==> src/verilog/cttc_pkg.sv <==
// package: register map, field layout and encodings of the compact timer control block
package cttc_pkg;
    // byte addresses on the apb bus
    localparam logic [7:0] CTRL_ONE_ADDR  = 8'h00;
    localparam logic [7:0] RUN_CTRL_ADDR  = 8'h04;
    localparam logic [7:0] CMP_A_ADDR     = 8'h08;
    localparam logic [7:0] CMP_P_ADDR     = 8'h0C;
    localparam logic [7:0] STATUS_ADDR    = 8'h10;
    localparam logic [7:0] COUNT_ADDR     = 8'h14;
    // control register fields
    localparam int MODE_MSB   = 7;
    localparam int MODE_LSB   = 6;
    localparam int ACT_MSB    = 5;
    localparam int ACT_LSB    = 4;
    localparam int INIT_BIT   = 3;
    localparam int POL_BIT    = 2;
    localparam int SWAP_BIT   = 1;
    localparam int CLRSEL_BIT = 0;
    localparam logic [7:0]  CTRL_RESET  = 8'h00;
    localparam logic [9:0]  CMP_RESET   = 10'h000;
    localparam logic [2:0]  CMPP_RESET  = 3'h0;
    localparam logic [9:0]  COUNT_MAX   = 10'h3FF;
    localparam int          CMPP_SHIFT  = 7;
    typedef enum logic [1:0] {
        MODE_CMP  = 2'b00,
        MODE_UND  = 2'b01,
        MODE_PWM  = 2'b10,
        MODE_TMR  = 2'b11
    } cttc_mode_e;
    typedef enum logic [1:0] {
        ACT_NONE  = 2'b00,
        ACT_LOW   = 2'b01,
        ACT_HIGH  = 2'b10,
        ACT_TOG   = 2'b11
    } cttc_act_e;
    typedef struct packed {
        cttc_mode_e op_mode_sel;
        cttc_act_e  pin_action_sel;
        logic       pin_initial_level;
        logic       pin_polarity_invert;
        logic       period_duty_swap;
        logic       clear_source_sel;
    } cttc_ctrl_s;
endpackage

==> src/verilog/cttc_top.sv <==
// compact 10-bit timer: control register, counter, comparators and output pin
//
// Chosen here: the APB interface to the registers and the register offsets.
`timescale 1ns/1ns
module cttc_top (
    // apb slave
    input  wire logic        pclk,
    input  wire logic        presetn,
    input  wire logic        psel,
    input  wire logic        penable,
    input  wire logic        pwrite,
    input  wire logic [7:0]  paddr,
    input  wire logic [31:0] pwdata,
    output logic      [31:0] prdata,
    output logic             pready,
    output logic             pslverr,
    // timer pin and match events
    output logic             compare_output_pin,
    output logic             pin_enable,
    output logic             match_a_pulse,
    output logic             match_p_pulse
);
    cttc_pkg::cttc_ctrl_s ctrl_q;
    logic       counter_run_bit_q;
    logic       run_prev_q;
    logic [9:0] compare_a_value_q;
    logic [2:0] compare_p_value_q;
    logic [9:0] count_q;
    logic       level_q;
    logic       pwm_q;
    logic       hit_a_q;
    logic       hit_p_q;

    // register stage so prdata/pready come straight from flip-flops
    logic wr_en;
    logic rd_en;
    logic addr_ok;
    assign addr_ok = (paddr == cttc_pkg::CTRL_ONE_ADDR) || (paddr == cttc_pkg::RUN_CTRL_ADDR)
                  || (paddr == cttc_pkg::CMP_A_ADDR)   || (paddr == cttc_pkg::CMP_P_ADDR)
                  || (paddr == cttc_pkg::STATUS_ADDR)  || (paddr == cttc_pkg::COUNT_ADDR);
    // one wait state: access phase answered on its second cycle
    assign wr_en = psel && penable && pready && pwrite && addr_ok;
    assign rd_en = psel && penable && !pready;

    always_ff @(posedge pclk or negedge presetn) begin
        if (!presetn) begin
            pready <= 1'b0;
        end else begin
            pready <= psel && penable && !pready;
        end
    end

    always_ff @(posedge pclk or negedge presetn) begin
        if (!presetn) begin
            prdata  <= 32'h0000_0000;
            pslverr <= 1'b0;
        end else begin
            // error flag stands only beside the one-cycle pready pulse
            pslverr <= rd_en && !addr_ok;
            if (rd_en) begin
                case (paddr)
                    cttc_pkg::CTRL_ONE_ADDR: prdata <= {24'h00_0000, ctrl_q};
                    cttc_pkg::RUN_CTRL_ADDR: prdata <= {31'h0000_0000, counter_run_bit_q};
                    cttc_pkg::CMP_A_ADDR:    prdata <= {22'h00_0000, compare_a_value_q};
                    cttc_pkg::CMP_P_ADDR:    prdata <= {29'h0000_0000, compare_p_value_q};
                    cttc_pkg::STATUS_ADDR:   prdata <= {29'h0000_0000, compare_output_pin,
                                                        hit_p_q, hit_a_q};
                    cttc_pkg::COUNT_ADDR:    prdata <= {22'h00_0000, count_q};
                    default:                 prdata <= 32'h0000_0000;
                endcase
            end
        end
    end

    // control register; all fields clear at reset
    always_ff @(posedge pclk or negedge presetn) begin
        if (!presetn) begin
            ctrl_q <= cttc_pkg::CTRL_RESET;
        end else if (wr_en && paddr == cttc_pkg::CTRL_ONE_ADDR) begin
            ctrl_q <= pwdata[7:0];
        end
    end

    always_ff @(posedge pclk or negedge presetn) begin
        if (!presetn) begin
            counter_run_bit_q <= 1'b0;
            compare_a_value_q <= cttc_pkg::CMP_RESET;
            compare_p_value_q <= cttc_pkg::CMPP_RESET;
        end else if (wr_en) begin
            if (paddr == cttc_pkg::RUN_CTRL_ADDR) begin
                counter_run_bit_q <= pwdata[0];
            end
            if (paddr == cttc_pkg::CMP_A_ADDR) begin
                compare_a_value_q <= pwdata[9:0];
            end
            if (paddr == cttc_pkg::CMP_P_ADDR) begin
                compare_p_value_q <= pwdata[2:0];
            end
        end
    end

    // comparators
    logic [9:0] p_full;
    logic [9:0] count_nx;
    logic       match_a;
    logic       match_p;
    logic       is_pwm;
    logic       is_cmp;
    logic       clr_cnt;
    logic       run_rise;
    assign p_full  = {compare_p_value_q, 7'h00};
    // match on the next count so a clear replaces that value: period equals the match value
    assign count_nx = count_q + 10'h001;
    assign match_a = counter_run_bit_q && (count_nx == compare_a_value_q)
                  && (compare_a_value_q != 10'h000);
    assign match_p = counter_run_bit_q && (count_nx[9:cttc_pkg::CMPP_SHIFT] == compare_p_value_q)
                  && (count_nx[cttc_pkg::CMPP_SHIFT-1:0] == 7'h00) && (compare_p_value_q != 3'h0);
    assign is_pwm  = (ctrl_q.op_mode_sel == cttc_pkg::MODE_PWM);
    assign is_cmp  = (ctrl_q.op_mode_sel == cttc_pkg::MODE_CMP);
    assign run_rise = counter_run_bit_q && !run_prev_q;

    // clearing: pwm uses swap bit, others the clear-source bit
    always_comb begin
        if (is_pwm) begin
            clr_cnt = ctrl_q.period_duty_swap ? match_a : match_p;
        end else if (ctrl_q.clear_source_sel) begin
            clr_cnt = match_a;
        end else begin
            clr_cnt = match_p; // overflow wrap only reaches 0 when P is zero
        end
    end

    // counter wraps naturally at 3ff; with P zero that is the overflow clear
    always_ff @(posedge pclk or negedge presetn) begin
        if (!presetn) begin
            count_q <= 10'h000;
        end else if (!counter_run_bit_q) begin
            count_q <= 10'h000;
        end else if (clr_cnt) begin
            count_q <= 10'h000;
        end else begin
            count_q <= count_q + 10'h001;
        end
    end

    always_ff @(posedge pclk or negedge presetn) begin
        if (!presetn) begin
            run_prev_q    <= 1'b0;
            hit_a_q       <= 1'b0;
            hit_p_q       <= 1'b0;
            match_a_pulse <= 1'b0;
            match_p_pulse <= 1'b0;
        end else begin
            run_prev_q    <= counter_run_bit_q;
            match_a_pulse <= match_a;
            match_p_pulse <= match_p && (is_pwm || !ctrl_q.clear_source_sel);
            hit_a_q       <= match_a;
            hit_p_q       <= match_p;
        end
    end

    // compare-mode pin level
    always_ff @(posedge pclk or negedge presetn) begin
        if (!presetn) begin
            level_q <= 1'b0;
        end else if (run_rise) begin
            level_q <= ctrl_q.pin_initial_level;
        end else if (is_cmp && match_a) begin
            case (ctrl_q.pin_action_sel)
                cttc_pkg::ACT_LOW:  level_q <= 1'b0;
                cttc_pkg::ACT_HIGH: level_q <= 1'b1;
                cttc_pkg::ACT_TOG:  level_q <= !level_q;
                default:            level_q <= level_q;
            endcase
        end
    end

    // pwm active phase: duty from the non-period register
    logic [9:0] duty_val;
    logic [10:0] period_val;
    assign duty_val   = ctrl_q.period_duty_swap ? p_full : compare_a_value_q;
    assign period_val = ctrl_q.period_duty_swap ? {1'b0, compare_a_value_q}
                      : ((compare_p_value_q == 3'h0) ? 11'h400 : {1'b0, p_full});
    always_ff @(posedge pclk or negedge presetn) begin
        if (!presetn) begin
            pwm_q <= 1'b0;
        end else begin
            pwm_q <= counter_run_bit_q && (({1'b0, duty_val} >= period_val)
                                            || (count_q < duty_val));
        end
    end

    // pin mux: initial bit sets active level in pwm, polarity inverts
    logic pin_raw;
    always_comb begin
        pin_raw = level_q;
        if (is_pwm) begin
            case (ctrl_q.pin_action_sel)
                cttc_pkg::ACT_NONE: pin_raw = !ctrl_q.pin_initial_level;
                cttc_pkg::ACT_LOW:  pin_raw = ctrl_q.pin_initial_level;
                cttc_pkg::ACT_HIGH: pin_raw = pwm_q ~^ ctrl_q.pin_initial_level;
                default:            pin_raw = !ctrl_q.pin_initial_level;
            endcase
        end
    end

    always_ff @(posedge pclk or negedge presetn) begin
        if (!presetn) begin
            compare_output_pin <= 1'b0;
            pin_enable         <= 1'b0;
        end else begin
            compare_output_pin <= pin_raw ^ ctrl_q.pin_polarity_invert;
            // timer mode and undefined mode leave the pin to other functions
            pin_enable         <= is_cmp || is_pwm;
        end
    end
endmodule

==> config.mk <==
export PLATFORM = sky130hd
export DESIGN_NAME = cttc_top
export DESIGN_NICKNAME = d
export VERILOG_FILES = /design/src/verilog/cttc_pkg.sv /design/src/verilog/cttc_top.sv
export SDC_FILE = /design/constraint.sdc
export NUM_CORES = 1
export LEC_CHECK = 0
export BUFFER_PORTS_ARGS = -buffer_cell sky130_fd_sc_hd__buf_2
export CORE_MARGIN = 1
export CORE_UTILIZATION = 45
export CTS_BUF_LIST = sky130_fd_sc_hd__clkbuf_8
export DETAILED_ROUTE_END_ITERATION = 16
export PLACE_DENSITY = 0.72
export SETUP_SLACK_MARGIN = 0.2
export SLEW_MARGIN = 40
export SYNTH_ARGS = -nofsm -noshare
export SYNTH_HDL_FRONTEND = slang
export SYNTH_SLANG_ARGS = --single-unit
export TNS_END_PERCENT = 20
==> constraint.sdc <==
create_clock -name pclk -period 3.83 [get_ports pclk]
set_input_delay 0.383 -clock pclk [delete_from_list [all_inputs] [get_ports pclk]]
set_output_delay 0.383 -clock pclk [all_outputs]
set_load 0.05 [all_outputs]
==> results.py, run 1 <==
metrics = {
    "run_status": {
        "status": "finished clean",
    },
    "synthesis": {
        "synthFlopType": "dfrtp_1",
        "syn_area_per_cell_um2": 9.74,
        "synth_cell_types": 69,
        "ys_ff_latch": 52,
        "syn-cell-area_um2": 3580,
        "synthMuxAreaShare_pct": 10.1,
        "yosys_warnings": 0,
        "postSynthCellCount": 368,
        "synthAdderAreaFrac_pct": 5.59,
        "synth_top_family_by_area": "simple AND/OR/NAND/NOR gates",
        "synth_compound_area_share_pct": 14.2,
        "synth_edf_count": 0,
        "ys_seq_area_share_pct": 36.3,
        "synth-simple-area-share_pct": 18.2,
        "synth_xor_area_share_pct": 5.87,
        "ys_async_sr_fraction_pct": 100,
    },
    "routing": {
        "routed_wirelength_um": 8140,
        "avgRoutedWirePerCell_um": 16.4,
        "drcViolationCount": 0,
        "ant_nets": 0,
        "met1_length_um": 3720,
        "route.met2.wl_um": 3690,
        "dr_total_vias": 2851,
        "routed_via_density": 5.76,
        "first_pass_iters": 5,
        "top_layer": "met4",
        "drt_iter0_markers": 294,
        "wl_met3_um": 510,
    },
    "timing": {
        "rsz0062_at_grt": "false",
        "min_period_ps": 3110,
        "finalMaxSlewViolations": 0,
        "worst_pin_slew_ps": 670,
        "setup_viol": 0,
        "tns_ps": 0,
        "finClkSkew_ps": 8.13,
        "relSlewSlack_pct": 55.2,
        "hold_violations": 0,
        "timing.final.crit_share_pct": 81.1,
        "fmax_mhz": 322,
    },
    "cts": {
        "cts-root-buf": "clkbuf_8",
        "clk_pin_slew_ps": 90,
        "cts_tree": "done",
        "htree_levels": 2,
        "cts_sinks": 52,
        "cts_buffers": 5,
        "ctsHoldBuffers": 0,
        "clock_path_buffers": 2,
        "post_cts_buffers": 0,
        "cts_resized": 0,
        "clk_latency_ps": 300,
    },
    "floorplanning": {
        "row_count": 32,
        "fp.coreArea_um2": 7730,
        "io_pins": 83,
        "start_util_pct": 46.4,
        "die_area_um2": 8320,
        "fp.dieH_um": 91.2,
        "die_x_um": 91.2,
    },
    "placement": {
        "io_buffers": 38,
        "place.gp.congestion": 0.897,
        "place_hpwl_um": 6050,
    },
    "global_route": {
        "antenna_found_initial": 0,
        "grtUsageTotal_pct": 20.2,
        "grt_overflow": 0,
        "grt_pass1_wl_um": 13300,
        "grt_pass1_vias": 2637,
        "grt_max_degree": 53,
    },
    "critical_path": {
        "start_kind": "flop",
        "crit_fanout": 11,
        "end_kind": "flop",
        "crit_required_ps": 4000,
        "crit_type": "flop to flop",
        "arrival_ps": 3280,
        "rrSetupSlack_ps": 720,
    },
    "finish": {
        "drive_gt1_share_pct": 23.2,
        "final_nets": 453,
        "diodes": 0,
        "utilization_pct": 49.5,
        "final.fill_count": 726,
        "areaGrowthSynthToFinish_pct": 6.67,
    },
    "power_and_ir_drop": {
        "p_leak_nw": 1.78,
        "p_total_mw": 1.65,
        "ir_drop_mv": 0.212,
        "p_per_area_nw_per_um2": 432,
    },
    "run": {
        "cap_violations": 0,
    },
    "min_path": {
        "worstHoldPathType": "input port to asynchronous set/reset pin",
    },
}
==> final cells by class <==
type                            count  area (µm²)  share of cell area, %
Multi-Input combinational cell    275        2020                   52.8
Sequential cell                    52        1300                   34.0
Clock inverter                      3        38.8                   1.01
Inverter                           19        71.3                   1.87
Timing Repair Buffer               39         198                   5.17
Clock buffer                        5        68.8                   1.80
Tap cell                          102         128                   3.34
==> worst paths after layout <==
path                       startpoint                   end  cells past startpoint
max in group asynchronous     presetn            count_q[0]                      2
min in group pclk           pwdata[8]  compare_a_value_q[8]                      2
max reg2reg                count_q[0]            count_q[5]                      8
min reg2reg                 prdata[0]             prdata[0]                      2
min                           presetn            count_q[7]                      2
max                        count_q[0]            count_q[5]                      8
==> sequential cells by signal (all words and copies together), names as in the netlist <==
name,flops
hit_a_q,1
match_p_pulse,1
counter_run_bit_q,1
ctrl_q,8
prdata,10
hit_p_q,1
compare_output_pin,1
level_q,1
compare_a_value_q,10
run_prev_q,1
pwm_q,1
pready,1
pslverr,1
count_q,10
compare_p_value_q,3
pin_enable,1
==> placed cells by master, fill, tap and decap left out, types with 3 or more instances in the layout <==
cell,count
a211o_1,3
a21o_1,6
a21oi_1,16
a222oi_1,6
a311oi_1,3
and3_1,6
buf_2,38
clkbuf_8,5
conb_1,22
dfrtp_1,52
ha_1,16
inv_1,19
mux2_2,22
mux2i_1,9
nand2_1,33
nand3_1,5
nand4_1,4
nor2_1,14
nor2_2,7
nor3_1,9
nor4_1,3
o2111ai_1,3
o211ai_1,3
o21ai_0,13
o21ai_1,5
xnor2_1,11
xor2_1,6
==> cells by family after synthesis <==
| logic type | after synthesis |
|---|---|
| AOI/OAI and AO/OA | 75 |
| xor gates and xnor gates | 20 |
| adders and majority gates | 16 |
| buffers and inverters | 62 |
| DFF | 52 |
| muxes | 32 |
| other | 1 |
| and+or+nand+nor | 110 |
==> cells in the mapped netlist, types with 6 or more instances <==
library cell,number,share of area [%]
mux2_2,22,6.9
dfrtp_1,52,36
a21o_1,6,1.3
inv_1,18,1.9
xor2_1,6,1.5
clkbuf_1,11,1.2
buf_4,24,5.0
nor2_2,7,1.2
mux2i_1,9,2.5
xnor2_1,11,2.7
nand2_1,33,3.5
and3_1,6,1.0
nor2_1,14,1.5
ha_1,16,5.6
a222oi_1,6,1.7
o21ai_0,13,1.8
a21oi_1,16,2.2
nor3_1,9,1.3
==> report_power, final <==
group          switching, mW  total, mW  internal (mW)
Combinational          0.316      0.553          0.237
Clock                  0.177      0.369          0.192
Sequential             0.139      0.731          0.592
Total                  0.632       1.65           1.02
==> worst max-delay path, stage by stage (launching register included) <==
cell,delay [ps]
dfrtp_1,560
ha_1,380
and3_1,250
nor3_1,190
a21oi_1,80
a211o_1,320
nor4_2,540
a211o_1,560
a21oi_1,70
==> metal layers <==
metal | track usage [%] | up-vias
met5 | 0 | -
met4 | 7.94 | 0
met3 | 3.02 | 24
met2 | 31.1 | 126
met1 | 28.5 | 1374
li1 | - | 1327
==> metrics by stage <==
step	std cells	hold slack (ps)	instance area, µm²	worst slack [ps]
after floorplan	389	87.4	3660	1490
after global placement	487	460	3710	789
after detailed placement	487	464	3710	765
after CTS	495	219	3820	735
after global routing	495	240	3820	524
final	495	173	3820	723
Power figures use the tool's default switching activity.
==> run 2: changes to the inputs <==
--- a/config.mk
+++ b/config.mk
@@ -5,12 +5,13 @@
 export SDC_FILE = /design/constraint.sdc
 export NUM_CORES = 1
 export LEC_CHECK = 0
+export ABC_AREA = 1
 export BUFFER_PORTS_ARGS = -buffer_cell sky130_fd_sc_hd__buf_2
 export CORE_MARGIN = 1
 export CORE_UTILIZATION = 45
 export CTS_BUF_LIST = sky130_fd_sc_hd__clkbuf_8
 export DETAILED_ROUTE_END_ITERATION = 16
-export PLACE_DENSITY = 0.72
+export PLACE_DENSITY = 0.75
 export SETUP_SLACK_MARGIN = 0.2
 export SLEW_MARGIN = 40
 export SYNTH_ARGS = -nofsm -noshare
==> constraint.sdc (replaced) <==
create_clock -name pclk -period 2.6 [get_ports pclk]
set_input_delay 0.26 -clock pclk [delete_from_list [all_inputs] [get_ports pclk]]
set_output_delay 0.26 -clock pclk [all_outputs]
set_load 0.05 [all_outputs]
==> run 2 against run 1 <==
Against the previous run: the flow now finishes with violations (negative hold slack); sequential share of layout area up 0.089 points; fmax up 42%; die area down 2.8%; count of clock-buffer cells in the layout unchanged; sequential power up 24%.
==> results.py, run 2 <==
metrics = {
    "run_status": {
        "status": "finished, violations left",
        "violations": "negative hold slack",
    },
    "critical_path": {
        "crit_required_ps": 2810,
        "rrSetupSlack_ps": 410,
        "r2r_start": "count_q[1]",
        "arrival_ps": 2410,
        "start_kind": "flop",
        "crit_fanout": 10,
        "crit_type": "flop to flop",
        "r2r-end": "count_q[0]",
        "rr_worst_depth": 12,
        "end_kind": "flop",
    },
    "floorplanning": {
        "row_count": 31,
        "die_area_um2": 8090,
        "die_x_um": 89.9,
        "io_pins": 83,
        "start_util_pct": 47.2,
        "fp.coreArea_um2": 7370,
        "fp.dieH_um": 89.9,
    },
    "synthesis": {
        "yosys_warnings": 0,
        "syn-cell-area_um2": 3480,
        "synth_common_cells": "nand2_1, inv_1, dfrtp_1",
        "ys_ff_latch": 52,
        "synthFlopType": "dfrtp_1",
        "synth_edf_count": 0,
        "yosysMostFrequentCell": "nand2_1",
        "ys_seq_area_share_pct": 37.4,
        "netlist.area_leader.share_pct": 37.4,
        "yosys-top-cells-area": "dfrtp_1, nand2_1, inv_1",
        "syn_area_per_cell_um2": 7.26,
        "ys_async_sr_fraction_pct": 100,
        "postSynthCellCount": 479,
        "synth_cell_types": 40,
        "yosys.area.top_type": "dfrtp_1",
    },
    "finish": {
        "fin_area_um2": 3810,
        "diodes": 0,
        "drive_gt1_share_pct": 14.3,
        "areaGrowthSynthToFinish_pct": 9.57,
        "mostFrequentLayoutCells": "nand2_1, inv_1, dfrtp_1",
        "layout.cells.most_common": "nand2_1",
        "final_nets": 583,
        "reg_top3": "compare_a_value_q: 10 flops, count_q: 10 flops, prdata: 10 flops",
    },
    "cts": {
        "clk_latency_ps": 330,
        "ctsHoldBuffers": 0,
        "htree_levels": 2,
        "cts_resized": 0,
        "post_cts_buffers": 0,
        "clk_pin_slew_ps": 110,
        "cts_buffers": 5,
        "clock_path_buffers": 2,
        "cts_sinks": 52,
        "cts-root-buf": "clkbuf_8",
        "cts_tree": "done",
    },
    "power_and_ir_drop": {
        "p_per_area_nw_per_um2": 481,
        "ir_drop_mv": 0.251,
        "p_leak_nw": 1.99,
        "swShare_pct": 37.1,
        "combPwrFrac_pct": 22.8,
        "power_switching_mw": 0.681,
        "clkPwrFrac_pct": 27.9,
        "p_int_mw": 1.15,
        "seq_power_share_pct": 49.3,
    },
    "routing": {
        "routed_wirelength_um": 9610,
        "routed_via_density": 5.52,
        "drcViolationCount": 0,
        "avgRoutedWirePerCell_um": 15.4,
        "drt_iter0_markers": 260,
        "dr_total_vias": 3434,
        "ant_nets": 0,
        "first_pass_iters": 4,
    },
    "timing": {
        "rsz0062_at_grt": "false",
        "min_period_ps": 2190,
        "fmax_mhz": 456,
        "finalMaxSlewViolations": 0,
        "timing.final.crit_share_pct": 84.4,
        "hold_violations": 27,
        "setup_viol": 0,
        "tns_ps": 0,
        "finClkSkew_ps": 12.9,
        "hold_slack_ps": -16.6,
        "worst_pin_slew_ps": 721,
        "relSlewSlack_pct": 51.9,
    },
    "global_route": {
        "grt_pass1_vias": 3174,
        "grt_overflow": 0,
        "grt_pass1_wl_um": 15600,
        "grtUsageTotal_pct": 24.6,
        "antenna_found_initial": 0,
        "grt_max_degree": 30,
    },
    "run": {
        "cap_violations": 0,
    },
    "placement": {
        "place_hpwl_um": 7630,
        "io_buffers": 38,
        "dpl_cell_area_um2": 3720,
        "place.gp.congestion": 0.921,
    },
    "min_path": {
        "worstHoldPathType": "input port to asynchronous set/reset pin",
    },
}
-- run 2: per-stage QoR --
step	util, %	total power, mW	cells	hold slack [ps]	worst slack (ps)
finish	51.7	1.83	622	-16.6	406
global route	51.7	1.92	622	27.9	242
floorplan	-	1.23	500	-35.6	775
global placement	50.4	1.32	614	341	542
CTS	51.7	1.83	622	2.00	453
detailed placement	50.4	1.33	614	349	462
-- run 2: cells by family after synthesis --
kind of cell    count (synthesis)  share of synthesized area [%]
compound gates                 75                           12.4
xor+xnor                        4                           1.01
fa+ha+maj                      16                           5.75
buf+inv                        89                           12.3
flops                          52                           37.4
other cells                     1                          0.108
simple gates                  242                           31.1
-- run 2: per-layer routing --
layer | GRT usage [%] | vias up | part of all wire (%)
met3 | 3.72 | 24 | 6.6
met4 | 7.93 | 0 | 2.2
met1 | 33.5 | 1657 | 45
met2 | 40.2 | 145 | 46
met5 | 0 | - | 0
li1 | - | 1608 | -
-- run 2: cell type report --
type	count	area, µm²
inverters	60	225
repair buffers	44	235
flip-flops and latches	52	1300
multi-input cells	359	1830
clock buffers	5	68.8
fillers	764	3560
well taps	99	124
clock inverters	3	27.5
-- run 2: power by group through the flow --
stage	clock network, mW	registers (mW)	logic [mW]
3_3_place_gp	0	0.914	0.403
6_report	0.512	0.903	0.418
4_1_cts	0.515	0.901	0.414
5_1_grt	0.549	0.907	0.468
2_1_floorplan	0	0.910	0.325
3_5_place_dp	0	0.917	0.412
-- run 2: worst max-delay path by stage --
stage | endpoint | slack [ps] | depth (start not counted) | start
4_1_cts | count_q[0] | 450 | 12 | count_q[1]
5_1_grt | count_q[1] | 240 | 12 | count_q[1]
6_report | count_q[0] | 410 | 12 | count_q[1]
3_3_place_gp | count_q[0] | 540 | 12 | count_q[0]
2_1_floorplan | pwm_q | 780 | 10 | ctrl_q[1]
3_5_place_dp | count_q[0] | 460 | 12 | count_q[1]
-- run 2: critical path, stage by stage (launching register included) --
cell and delay, ps:
dfrtp_1 530, ha_1 270, nand2_2 130, inv_1 120
nand3_1 110, nand2_1 80, nand2_1 80, nand2_1 90
nand3_1 90, nor2_1 170, nand4_2 160, nand3_4 200
nor2_1 70
